===== src/inc/isa_pkg.sv =====
// shared constants and types for the s-link activation and d-channel block
package isa_pkg;
  // ==========================================================
  // register byte offsets
  localparam logic [7:0] ADDR_CTRL = 8'h00;
  localparam logic [7:0] ADDR_STATUS = 8'h04;
  localparam logic [7:0] ADDR_TX_BASE = 8'h08;
  localparam logic [7:0] ADDR_RX_BASE = 8'h18;
  // ==========================================================
  // control register fields
  localparam int CTL_AR = 0;
  localparam int CTL_DR = 1;
  localparam int CTL_TIMING = 2;
  localparam int CTL_CLASS_HI = 3;
  localparam int CTL_LINE_CFG = 4;
  localparam int CTL_SLAVE = 5;
  localparam int CTL_W = 6;
  localparam logic [5:0] CTRL_RST = 6'h00;
  // ==========================================================
  // status register fields
  localparam int STS_STATE = 0;
  localparam int STS_NT = 3;
  localparam int STS_SLAVE = 4;
  localparam int STS_ADAPT = 5;
  localparam int STS_SETTLED = 6;
  localparam int STS_LVL_LOW = 7;
  localparam int STS_ACK = 8;
  localparam int STS_COLL = 9;
  localparam int STS_BUSY = 10;
  // ==========================================================
  // channels of the frame
  localparam int CH_D = 0;
  localparam int CH_C = 3;
  localparam int NUM_CH = 4;
  // ==========================================================
  // line signal codes, seen on receive and driven on transmit
  localparam logic [2:0] INFO0 = 3'h0;
  localparam logic [2:0] INFO1 = 3'h1;
  localparam logic [2:0] INFO2 = 3'h2;
  localparam logic [2:0] INFO3 = 3'h3;
  localparam logic [2:0] INFO4 = 3'h4;
  // ==========================================================
  // priority terminal counts
  localparam logic [3:0] TERM_HI_A = 4'h8;
  localparam logic [3:0] TERM_HI_B = 4'h9;
  localparam logic [3:0] TERM_LO_A = 4'hA;
  localparam logic [3:0] TERM_LO_B = 4'hB;
  localparam logic [3:0] CNT_MAX = 4'hF;
  // ==========================================================
  // timing
  localparam int CLK_HZ = 25000000;
  localparam int SETTLE_MS = 100;
  localparam int SETTLE_CYC = (CLK_HZ / 1000) * SETTLE_MS;
  localparam int SETTLE_W = 22;
  // ==========================================================
  // activation states
  typedef enum logic [2:0] {
    ISA_IDLE = 3'b000,
    ISA_TE_REQ = 3'b001,
    ISA_TE_ACT = 3'b010,
    ISA_NT_SYNC = 3'b011,
    ISA_NT_ACT = 3'b100
  } isa_state_t;
endpackage


===== src/hw/isa_bitser.sv =====
// one channel serialiser and deserialiser with selectable bit order
`timescale 1ns/10ps
`default_nettype none
module isa_bitser #(
  parameter bit LSB_FIRST = 1'b1
) (
  input wire logic sys_clk_in,
  input wire logic rst_b_in,
  input wire logic ce_in,
  input wire logic load_in,
  input wire logic [7:0] tx_byte_in,
  input wire logic bit_strobe_in,
  input wire logic rx_bit_in,
  output logic tx_bit_out,
  output logic [7:0] rx_byte_out
);
  typedef struct packed {
    logic [7:0] sh;
    logic [7:0] rx;
    logic [7:0] rxb;
    logic txb;
  } isa_ser_t;
  isa_ser_t r, n;

  // ==========================================================
  // shift logic: load at frame start wins over a bit strobe
  always_comb
  begin
    n = r;
    if (load_in)
    begin
      n.sh = tx_byte_in;
      n.rxb = r.rx;
    end
    else if (bit_strobe_in)
    begin
      if (LSB_FIRST)
      begin
        n.txb = r.sh[0];
        n.sh = {1'b0, r.sh[7:1]};
        n.rx = {rx_bit_in, r.rx[7:1]};
      end
      else
      begin
        n.txb = r.sh[7];
        n.sh = {r.sh[6:0], 1'b0};
        n.rx = {r.rx[6:0], rx_bit_in};
      end
    end
  end

  // state register
  always_ff @(posedge sys_clk_in or negedge rst_b_in)
  begin
    if (!rst_b_in)
      r <= '0;
    else if (ce_in)
      r <= n;
  end

  assign tx_bit_out = r.txb;
  assign rx_byte_out = r.rxb;
endmodule
`default_nettype wire


===== src/hw/isa_link_ctrl.sv =====
// s-link activation, d-channel contention and channel ports over ahb-lite
// Function
// - host bytes toward serial ports other than the control channel go out bit zero first
// - host reads channel bytes, control channel aside, with earliest received bit at bit zero
// - backplane d-channel is ordered least significant bit first
// - control channel is ordered most significant bit first
// - deactivated line carries no signal from either end
// - terminal asking for activation sends the info1 pattern
// - network end answers info1 with info2, zero data and a-bit
// - terminal synchronised to info2 answers with info3 live data
// - network end synchronised to info3 sends data with a-bit one
// - network end starting activation sends info2 directly
// - either end deactivates by returning the line to info0
// - echo one increments priority counter, echo zero clears it
// - class picks 8/9 or 10/11, level picks within class
// - at terminal count the terminal seizes the d-channel at once
// - collision stops sending, flags, drops ack, restarts, flushes
// - successful send lowers internal level to larger count
// - lowered level returns high only after its larger count
// - nt slave acts as network end with terminal frame layout
// - network end starts in fixed timing after any reset
// - clearing the timing bit returns to fixed timing
// - network end copies received d bits into the echo bit
//
// Decided for this implementation: the AHB-Lite slave port and the register offsets.
`timescale 1ns/10ps
`default_nettype none
module isa_link_ctrl #(
  parameter int SETTLE_CYCLES = isa_pkg::SETTLE_CYC
) (
  input wire logic sys_clk_in,
  input wire logic rst_b_in,
  input wire logic ce_in,
  input wire logic hsel_in,
  input wire logic [31:0] haddr_in,
  input wire logic [1:0] htrans_in,
  input wire logic hwrite_in,
  input wire logic [2:0] hsize_in,
  input wire logic [31:0] hwdata_in,
  input wire logic hready_in,
  output logic [31:0] hrdata_out,
  output logic hreadyout_out,
  output logic hresp_out,
  input wire logic nt_select_strap_in,
  input wire logic [2:0] rx_info_in,
  output logic [2:0] tx_info_out,
  output logic a_bit_out,
  input wire logic frame_pulse_in,
  input wire logic [3:0] ch_strobe_in,
  input wire logic [3:0] ch_rx_bit_in,
  output logic [3:0] ch_tx_bit_out,
  input wire logic echo_valid_in,
  input wire logic echo_bit_in,
  input wire logic rx_d_valid_in,
  input wire logic rx_d_bit_in,
  output logic tx_echo_bit_out,
  input wire logic tx_pending_in,
  input wire logic tx_done_in,
  input wire logic collision_in,
  output logic dch_seize_out,
  output logic fifo_discard_out,
  output logic dch_access_ack_out,
  output logic adaptive_timing_out,
  output logic line_config_out,
  output logic te_frame_out
);
  typedef struct packed {
    logic s1;
    logic s2;
    logic [1:0] strap_cnt;
    logic nt;
    isa_pkg::isa_state_t st;
    logic [2:0] info;
    logic abit;
    logic data_on;
    logic [5:0] ctl;
    logic [3:0][7:0] txb;
    logic [3:0] cnt;
    logic lvl_low;
    logic busy;
    logic ack;
    logic ack_clr;
    logic coll;
    logic seize;
    logic discard;
    logic echo;
    logic [21:0] settle;
    logic settled;
    logic wr_pend;
    logic rd_wait;
    logic [7:0] addr;
    logic [31:0] rdata;
  } isa_main_t;
  isa_main_t r, n;
  logic [3:0][7:0] rx_byte;
  logic [3:0] term;
  logic te_act;
  logic [31:0] rd_word;

  // ==========================================================
  // channel serialisers, data bytes zero outside data states
  genvar gi;
  generate
    for (gi = 0; gi < isa_pkg::NUM_CH; gi++)
    begin : g_ch
      isa_bitser #(
        .LSB_FIRST(gi != isa_pkg::CH_C)
      ) u_ser (
        .sys_clk_in(sys_clk_in),
        .rst_b_in(rst_b_in),
        .ce_in(ce_in),
        .load_in(frame_pulse_in),
        .tx_byte_in((r.data_on || gi == isa_pkg::CH_C) ?
                    r.txb[gi] : 8'h00),
        .bit_strobe_in(ch_strobe_in[gi]),
        .rx_bit_in(ch_rx_bit_in[gi]),
        .tx_bit_out(ch_tx_bit_out[gi]),
        .rx_byte_out(rx_byte[gi])
      );
    end
  endgenerate
  // ==========================================================
  // terminal count selection, class above level
  always_comb
  begin
    if (r.ctl[isa_pkg::CTL_CLASS_HI])
      term = r.lvl_low ? isa_pkg::TERM_HI_B : isa_pkg::TERM_HI_A;
    else
      term = r.lvl_low ? isa_pkg::TERM_LO_B : isa_pkg::TERM_LO_A;
  end

  assign te_act = (r.st == isa_pkg::ISA_TE_ACT) && !r.nt;

  // read mux for the register bus
  always_comb
  begin
    rd_word = 32'h0000_0000;
    if (r.addr == isa_pkg::ADDR_CTRL)
      rd_word[5:0] = r.ctl;
    if (r.addr == isa_pkg::ADDR_STATUS)
    begin
      rd_word[2:0] = r.st;
      rd_word[isa_pkg::STS_NT] = r.nt;
      rd_word[isa_pkg::STS_SLAVE] = r.ctl[isa_pkg::CTL_SLAVE];
      rd_word[isa_pkg::STS_ADAPT] = adaptive_timing_out;
      rd_word[isa_pkg::STS_SETTLED] = r.settled;
      rd_word[isa_pkg::STS_LVL_LOW] = r.lvl_low;
      rd_word[isa_pkg::STS_ACK] = r.ack;
      rd_word[isa_pkg::STS_COLL] = r.coll;
      rd_word[isa_pkg::STS_BUSY] = r.busy;
    end
    for (int i = 0; i < isa_pkg::NUM_CH; i++)
    begin
      if (r.addr == isa_pkg::ADDR_TX_BASE + 8'(4 * i))
        rd_word[7:0] = r.txb[i];
      if (r.addr == isa_pkg::ADDR_RX_BASE + 8'(4 * i))
        rd_word[7:0] = rx_byte[i];
    end
  end
  // ==========================================================
  // next-state logic of the whole block
  always_comb
  begin
    n = r;
    n.seize = 1'b0;
    n.discard = 1'b0;
    // strap sampled through two flops, latched once after release
    n.s1 = nt_select_strap_in;
    n.s2 = r.s1;
    if (r.strap_cnt != 2'h3)
    begin
      n.strap_cnt = r.strap_cnt + 2'h1;
      if (r.strap_cnt == 2'h2)
        n.nt = r.s2;
    end
    // bus address phase and write data phase
    n.wr_pend = 1'b0;
    n.rd_wait = 1'b0;
    if (hsel_in && htrans_in[1] && hready_in)
    begin
      n.addr = haddr_in[7:0];
      n.wr_pend = hwrite_in;
      n.rd_wait = !hwrite_in;
    end
    if (r.rd_wait)
      n.rdata = rd_word;
    if (r.wr_pend)
    begin
      if (r.addr == isa_pkg::ADDR_CTRL)
        n.ctl = hwdata_in[5:0];
      if (r.addr == isa_pkg::ADDR_STATUS && hwdata_in[isa_pkg::STS_COLL])
        n.coll = 1'b0;
      for (int i = 0; i < isa_pkg::NUM_CH; i++)
        if (r.addr == isa_pkg::ADDR_TX_BASE + 8'(4 * i))
          n.txb[i] = hwdata_in[7:0];
    end
    // activation state machine
    case (r.st)
      isa_pkg::ISA_IDLE:
      begin
        if (r.nt)
        begin
          if (r.ctl[isa_pkg::CTL_AR] || rx_info_in == isa_pkg::INFO1)
            n.st = isa_pkg::ISA_NT_SYNC;
        end
        else if (rx_info_in == isa_pkg::INFO2 ||
                 rx_info_in == isa_pkg::INFO4)
          n.st = isa_pkg::ISA_TE_ACT;
        else if (r.ctl[isa_pkg::CTL_AR])
          n.st = isa_pkg::ISA_TE_REQ;
      end
      isa_pkg::ISA_TE_REQ:
        if (rx_info_in == isa_pkg::INFO2 || rx_info_in == isa_pkg::INFO4)
          n.st = isa_pkg::ISA_TE_ACT;
      isa_pkg::ISA_TE_ACT:
        if (rx_info_in == isa_pkg::INFO0)
          n.st = isa_pkg::ISA_IDLE;
      isa_pkg::ISA_NT_SYNC:
        if (rx_info_in == isa_pkg::INFO3)
          n.st = isa_pkg::ISA_NT_ACT;
      isa_pkg::ISA_NT_ACT:
        if (rx_info_in == isa_pkg::INFO0)
          n.st = isa_pkg::ISA_IDLE;
      default:
        n.st = isa_pkg::ISA_IDLE;
    endcase
    if (r.ctl[isa_pkg::CTL_DR])
      n.st = isa_pkg::ISA_IDLE;
    // line signal driven from the next state
    case (n.st)
      isa_pkg::ISA_TE_REQ: n.info = isa_pkg::INFO1;
      isa_pkg::ISA_TE_ACT: n.info = isa_pkg::INFO3;
      isa_pkg::ISA_NT_SYNC: n.info = isa_pkg::INFO2;
      isa_pkg::ISA_NT_ACT: n.info = isa_pkg::INFO4;
      default: n.info = isa_pkg::INFO0;
    endcase
    n.abit = (n.st == isa_pkg::ISA_NT_ACT);
    n.data_on = (n.st == isa_pkg::ISA_TE_ACT) ||
                (n.st == isa_pkg::ISA_NT_ACT);
    // echo of received d bits on the network end
    if (r.nt && rx_d_valid_in)
      n.echo = rx_d_bit_in;
    // priority counter on the echo stream
    if (echo_valid_in)
    begin
      if (!echo_bit_in)
        n.cnt = 4'h0;
      else if (r.cnt != isa_pkg::CNT_MAX)
        n.cnt = r.cnt + 4'h1;
    end
    if (r.lvl_low && r.cnt >= term && !r.busy)
      n.lvl_low = 1'b0;
    // ack drop before seize, so a grant in the same cycle wins
    if (r.ack_clr && frame_pulse_in)
    begin
      n.ack = 1'b0;
      n.ack_clr = 1'b0;
    end
    if (te_act && !r.busy && tx_pending_in && r.cnt >= term)
    begin
      n.seize = 1'b1;
      n.busy = 1'b1;
      n.ack = 1'b1;
      n.ack_clr = 1'b0; // stale drop must not hit the new grant
    end
    if (r.busy && tx_done_in)
    begin
      n.busy = 1'b0;
      n.lvl_low = 1'b1;
    end
    if (r.busy && collision_in)
    begin
      n.busy = 1'b0;
      n.coll = 1'b1;
      n.discard = 1'b1;
      n.cnt = 4'h0;
      n.ack_clr = 1'b1;
    end
    // settling time after entering adaptive timing
    if (!adaptive_timing_out)
    begin
      n.settle = 22'h00_0000;
      n.settled = 1'b0;
    end
    else if (r.settle != 22'(SETTLE_CYCLES - 1))
      n.settle = r.settle + 22'h00_0001;
    else
      n.settled = 1'b1;
  end
  // state register
  always_ff @(posedge sys_clk_in or negedge rst_b_in)
  begin
    if (!rst_b_in)
      r <= '0;
    else if (ce_in)
      r <= n;
  end
  // ==========================================================
  // outputs
  assign hrdata_out = r.rdata;
  assign hreadyout_out = !r.rd_wait;
  assign hresp_out = 1'b0;
  assign tx_info_out = r.info;
  assign a_bit_out = r.abit;
  assign tx_echo_bit_out = r.echo;
  assign dch_seize_out = r.seize;
  assign fifo_discard_out = r.discard;
  assign dch_access_ack_out = r.ack;
  assign adaptive_timing_out = r.nt && r.ctl[isa_pkg::CTL_TIMING];
  assign line_config_out = r.ctl[isa_pkg::CTL_LINE_CFG];
  assign te_frame_out = !r.nt || r.ctl[isa_pkg::CTL_SLAVE];
  // ==========================================================
  // checks
  property p_coll;
    @(posedge sys_clk_in) disable iff (!rst_b_in)
    (ce_in && r.busy && collision_in) |=>
      (!r.busy && r.coll && fifo_discard_out && r.cnt == 4'h0);
  endproperty
  a_coll: assert property (p_coll) else $error("collision not handled");
  property p_seize;
    @(posedge sys_clk_in) disable iff (!rst_b_in)
    (ce_in && te_act && !r.busy && tx_pending_in && r.cnt >= term &&
     !tx_done_in) |=> (dch_seize_out && r.busy && dch_access_ack_out);
  endproperty
  a_seize: assert property (p_seize) else $error("no seize at count");
  property p_echo_zero;
    @(posedge sys_clk_in) disable iff (!rst_b_in)
    (ce_in && echo_valid_in && !echo_bit_in) |=> (r.cnt == 4'h0);
  endproperty
  a_echo_zero: assert property (p_echo_zero) else $error("cnt not clr");
  property p_echo_inc;
    @(posedge sys_clk_in) disable iff (!rst_b_in)
    (ce_in && echo_valid_in && echo_bit_in && r.cnt < 4'hF &&
     !(r.busy && collision_in)) |=> (r.cnt == $past(r.cnt) + 4'h1);
  endproperty
  a_echo_inc: assert property (p_echo_inc) else $error("cnt not inc");
  property p_term_hi;
    @(posedge sys_clk_in) disable iff (!rst_b_in)
    (r.ctl[isa_pkg::CTL_CLASS_HI] && !r.lvl_low) |-> (term == 4'h8);
  endproperty
  a_term_hi: assert property (p_term_hi) else $error("wrong term");
  property p_done_low;
    @(posedge sys_clk_in) disable iff (!rst_b_in)
    (ce_in && r.busy && tx_done_in && !collision_in) |=>
      (r.lvl_low && !r.busy);
  endproperty
  a_done_low: assert property (p_done_low) else $error("level kept");
  property p_nt_info2;
    @(posedge sys_clk_in) disable iff (!rst_b_in)
    (ce_in && r.nt && r.st == isa_pkg::ISA_IDLE && !r.ctl[1] &&
     rx_info_in == isa_pkg::INFO1) |=>
      (tx_info_out == isa_pkg::INFO2 && !a_bit_out);
  endproperty
  a_nt_info2: assert property (p_nt_info2) else $error("no info2");
  property p_nt_act;
    @(posedge sys_clk_in) disable iff (!rst_b_in)
    (ce_in && r.st == isa_pkg::ISA_NT_SYNC && !r.ctl[1] &&
     rx_info_in == isa_pkg::INFO3) |=> (a_bit_out && r.data_on);
  endproperty
  a_nt_act: assert property (p_nt_act) else $error("no a-bit");
  property p_deact;
    @(posedge sys_clk_in) disable iff (!rst_b_in)
    (ce_in && r.ctl[isa_pkg::CTL_DR]) |=>
      (tx_info_out == isa_pkg::INFO0 && !a_bit_out);
  endproperty
  a_deact: assert property (p_deact) else $error("line not idle");
endmodule
`default_nettype wire


===== config.mk =====
export PLATFORM = sky130hd
export DESIGN_NAME = isa_link_ctrl
export DESIGN_NICKNAME = d
export VERILOG_FILES = /design/src/inc/isa_pkg.sv /design/src/hw/isa_bitser.sv /design/src/hw/isa_link_ctrl.sv
export SDC_FILE = /design/constraint.sdc
export NUM_CORES = 1
export LEC_CHECK = 0
export ABC_CLOCK_PERIOD_IN_PS = 2700
export CAP_MARGIN = 0
export CORE_UTILIZATION = 35
export DETAILED_ROUTE_END_ITERATION = 8
export DONT_BUFFER_PORTS = 1
export SLEW_MARGIN = 15
export SYNTH_ARGS = -nofsm -noshare
export SYNTH_HDL_FRONTEND = slang
export SYNTH_SLANG_ARGS = --single-unit

===== constraint.sdc =====
create_clock -name sys_clk_in -period 2.7 [get_ports sys_clk_in]
set_input_delay 0.54 -clock sys_clk_in [delete_from_list [all_inputs] [get_ports sys_clk_in]]
set_output_delay 0.54 -clock sys_clk_in [all_outputs]
set_load 0.02 [all_outputs]

==> flow_summary.yaml <==
outcome:
  status: "finished with violations"
  violations: "negative hold slack"
clock_network:
  cts.sinks: 207
  cts_tree: "yes"
  cts_resized: 0
  worst_skew_pair.late_latency_ps: 520
  path_clk_slew_ps: 60
  cts.path.max_buffers: 3
  h-tree-depth: 1
  cts_inserted_buffers: 23
  cts_root_buf: "clkbuf_16"
global_route:
  grt_pass1_vias: 6923
  grt_use_total_pct: 17.7
  grt-ovfl-total: 0
  grt_pass1_wl_mm: 40.2
  grt_max_degree: 208
  antenna_found_initial: 1
timing:
  setup_viol: 0
  finClkSkew_ps: 13.8
  fmaxAchievable_ghz: 0.431
  period_share_pct: 86.0
  setup_slack_ps: 378
  hold_viol_final: 207
  max-slew-margin-rel_pct: 42.4
  hold_ws_ps: -266
  grt_setup_unrepaired: "false"
  drv_slew: 0
  min_period_ps: 2320
  tightest_slew_ps: 864
  finalSetupTns_ps: 0
logic_synthesis:
  ys_top_cells_by_area: "dfrtp_1 (51%), mux2_2 (10%), nand2_1 (6.3%), o21ai_0 (3.2%), buf_4 (3.0%)"
  synth_ff_type: "dfrtp_1"
  synth_top_area_cell: "dfrtp_1"
  synth_edf_count: 0
  postSynthCellCount: 979
  yosysUniqueCellTypes: 74
  synth-seq-area-share_pct: 51.1
  avgSynthCellArea_um2: 10.4
  ys_warn_count: 0
  yosysTopAreaCellShare_pct: 51.1
  netlist_area_um2: 10100
  ys_ff_latch: 207
  async_flop_share_pct: 100
final_layout:
  area_growth_pct: 10.3
  fin_nets: 1060
  antenna_cells: 0
  final_util_pct: 39.7
  stdcell_area_um2: 11200
  layout-drive-gt1-share_pct: 18.6
drt:
  routed.top_layer: "met5"
  wl_met2_mm: 12.1
  drt-initial-drc-count: 559
  vias_per_cell: 5.38
  drtPass1Iterations: 5
  met3_length_mm: 1.54
  wire_per_inst_um: 19.0
  drt-met1-wl_mm: 11.5
  postRouteAntennaNets: 0
  drc_errors: 0
  vias: 7280
  wl_mm: 25.7
place:
  place_area_um2: 10400
  dp_hpwl_mm: 18.1
  io_buffers: 0
  dp_worst_setup_slack_ps: 393
  place.gp.congestion: 0.914
floorplanning:
  num_rows: 61
  die_h_um: 172
  pin_count: 144
  start_util_pct: 36.0
  die_w_um: 172
  die_area_um2: 29700
  core_area_um2: 28200
critical_path:
  path_class: "reg2reg"
  cp_max_fo: 10
  crit_arrival_ps: 2720
  endpoint_kind: "register"
  start_kind: "register"
  critPathRequiredTime_ps: 3100
flow_run:
  maxCapViolCount: 0
power:
  powerDensity_nw_per_um2: 796
  max-vdd-ir-drop_mv: 0.440
  power_leakage_nw: 4.89
worst_hold_path:
  worstHoldPathType: "in2async"
synth_stat cells (all sizes together) (7+ instances only):
| library cell | instances |
|---|---|
| dfrtp | 207 |
| nand2 | 169 |
| mux2 | 93 |
| o21ai | 66 |
| buf | 54 |
| a21oi | 42 |
| clkbuf | 38 |
| nor2 | 34 |
| a22oi | 28 |
| nand3 | 26 |
| inv | 20 |
| nand2b | 16 |
| nor3 | 16 |
| o31ai | 13 |
| nand4 | 11 |
| or4 | 11 |
| o211ai | 8 |
| a221o | 7 |
| nor4b | 7 |
| or3 | 7 |
report_power, final:
part	switching [mW]	leakage, nW	internal, mW	total, mW
Sequential	0.572	2.75	3.66	4.23
Clock	1.27	0.383	1.96	3.23
Combinational	0.772	1.76	0.667	1.44
Total	2.61	4.89	6.29	8.90
per-stage QoR:
step	instances	hold slack [ps]	power, mW
floorplan	1000	244	5.33
global placement	1312	263	5.68
detailed placement	1312	263	5.73
CTS	1353	-279	8.98
global route	1353	-285	9.36
finish	1353	-266	8.90
cell usage in the layout (no fill, tap or decap), types with 7 or more instances in the layout:
cell,n
nor2_1,33
buf_4,23
nand3_1,25
nand2b_1,16
inv_1,20
a221o_1,7
dfrtp_1,207
nor3_1,11
o31ai_1,12
o21ai_0,64
clkbuf_16,23
nand2_1,169
or4_1,10
conb_1,22
mux2_2,93
a22oi_1,28
or3_1,7
o211ai_1,8
nand4_1,11
a21oi_1,42
timing repair:
| item | 4_1_cts | 5_1_grt |
|---|---|---|
| endpoints found under the setup margin | 0 | 0 |
| setup buffers | 0 | 0 |
| hold endpoints to repair | 207 | 207 |
critical path, cell delays in order (launching register included):
cell and delay, ps:
dfrtp_1 460, or4_1 820, nor3_4 540, mux2_2 390
layer usage:
layer  track usage [%]  up-vias
met5                 0        -
met4              4.69        2
met3              4.01       41
met2              28.0      187
met1              24.2     3615
li1                  -     3435
sequential cells by signal, indices dropped and copies added, names as in the netlist, 3 cells and up:
register,flops
tx_info_out,3
g_ch.u_ser.rx_byte_out,32
g_ch.u_ser.r,64
hrdata_out,11
r,86
g_ch.u_ser.tx_bit_out,4
path summary, 6_finish.rpt:
| kind | from | to | depth (start not counted) | slack, ps |
|---|---|---|---|---|
| worst max-delay path | r[34] | r[93] | 3 | 380 |
| worst min-delay path | rst_b_in | g_ch[2].u_ser.rx_byte_out[1] | 0 | -270 |
| worst max register to register | r[34] | r[93] | 3 | 380 |
| worst min register to register | g_ch[2].u_ser.r[9] | g_ch[2].u_ser.rx_byte_out[0] | 2 | 460 |
| max in group asynchronous | rst_b_in | g_ch[0].u_ser.r[21] | 0 | 2650 |
| min in group sys_clk_in | hwrite_in | r[40] | 1 | 120 |
kinds of logic (layout without fill, tap and decap cells):
| family | Yosys count | count (layout) | share of synthesized area, % |
|---|---|---|---|
| other cells | 1 | 22 | 0.0370 |
| xor+xnor | 8 | 8 | 0.691 |
| simple gates | 330 | 330 | 16.4 |
| mux | 98 | 98 | 10.8 |
| compound gates | 217 | 217 | 14.3 |
| fa+ha+maj | 6 | 6 | 0.740 |
| flops | 207 | 207 | 51.1 |
| buf+inv | 112 | 87 | 6.01 |
cell type report:
type,instances,area [µm²]
clock buffers,31,646
clock inverters,10,135
fillers,2802,17000
inverters,20,75.1
multi-input cells,681,4440
flip-flops and latches,207,5180
well taps,378,473
repair buffers,26,233
(Power assumes the default switching activity.)
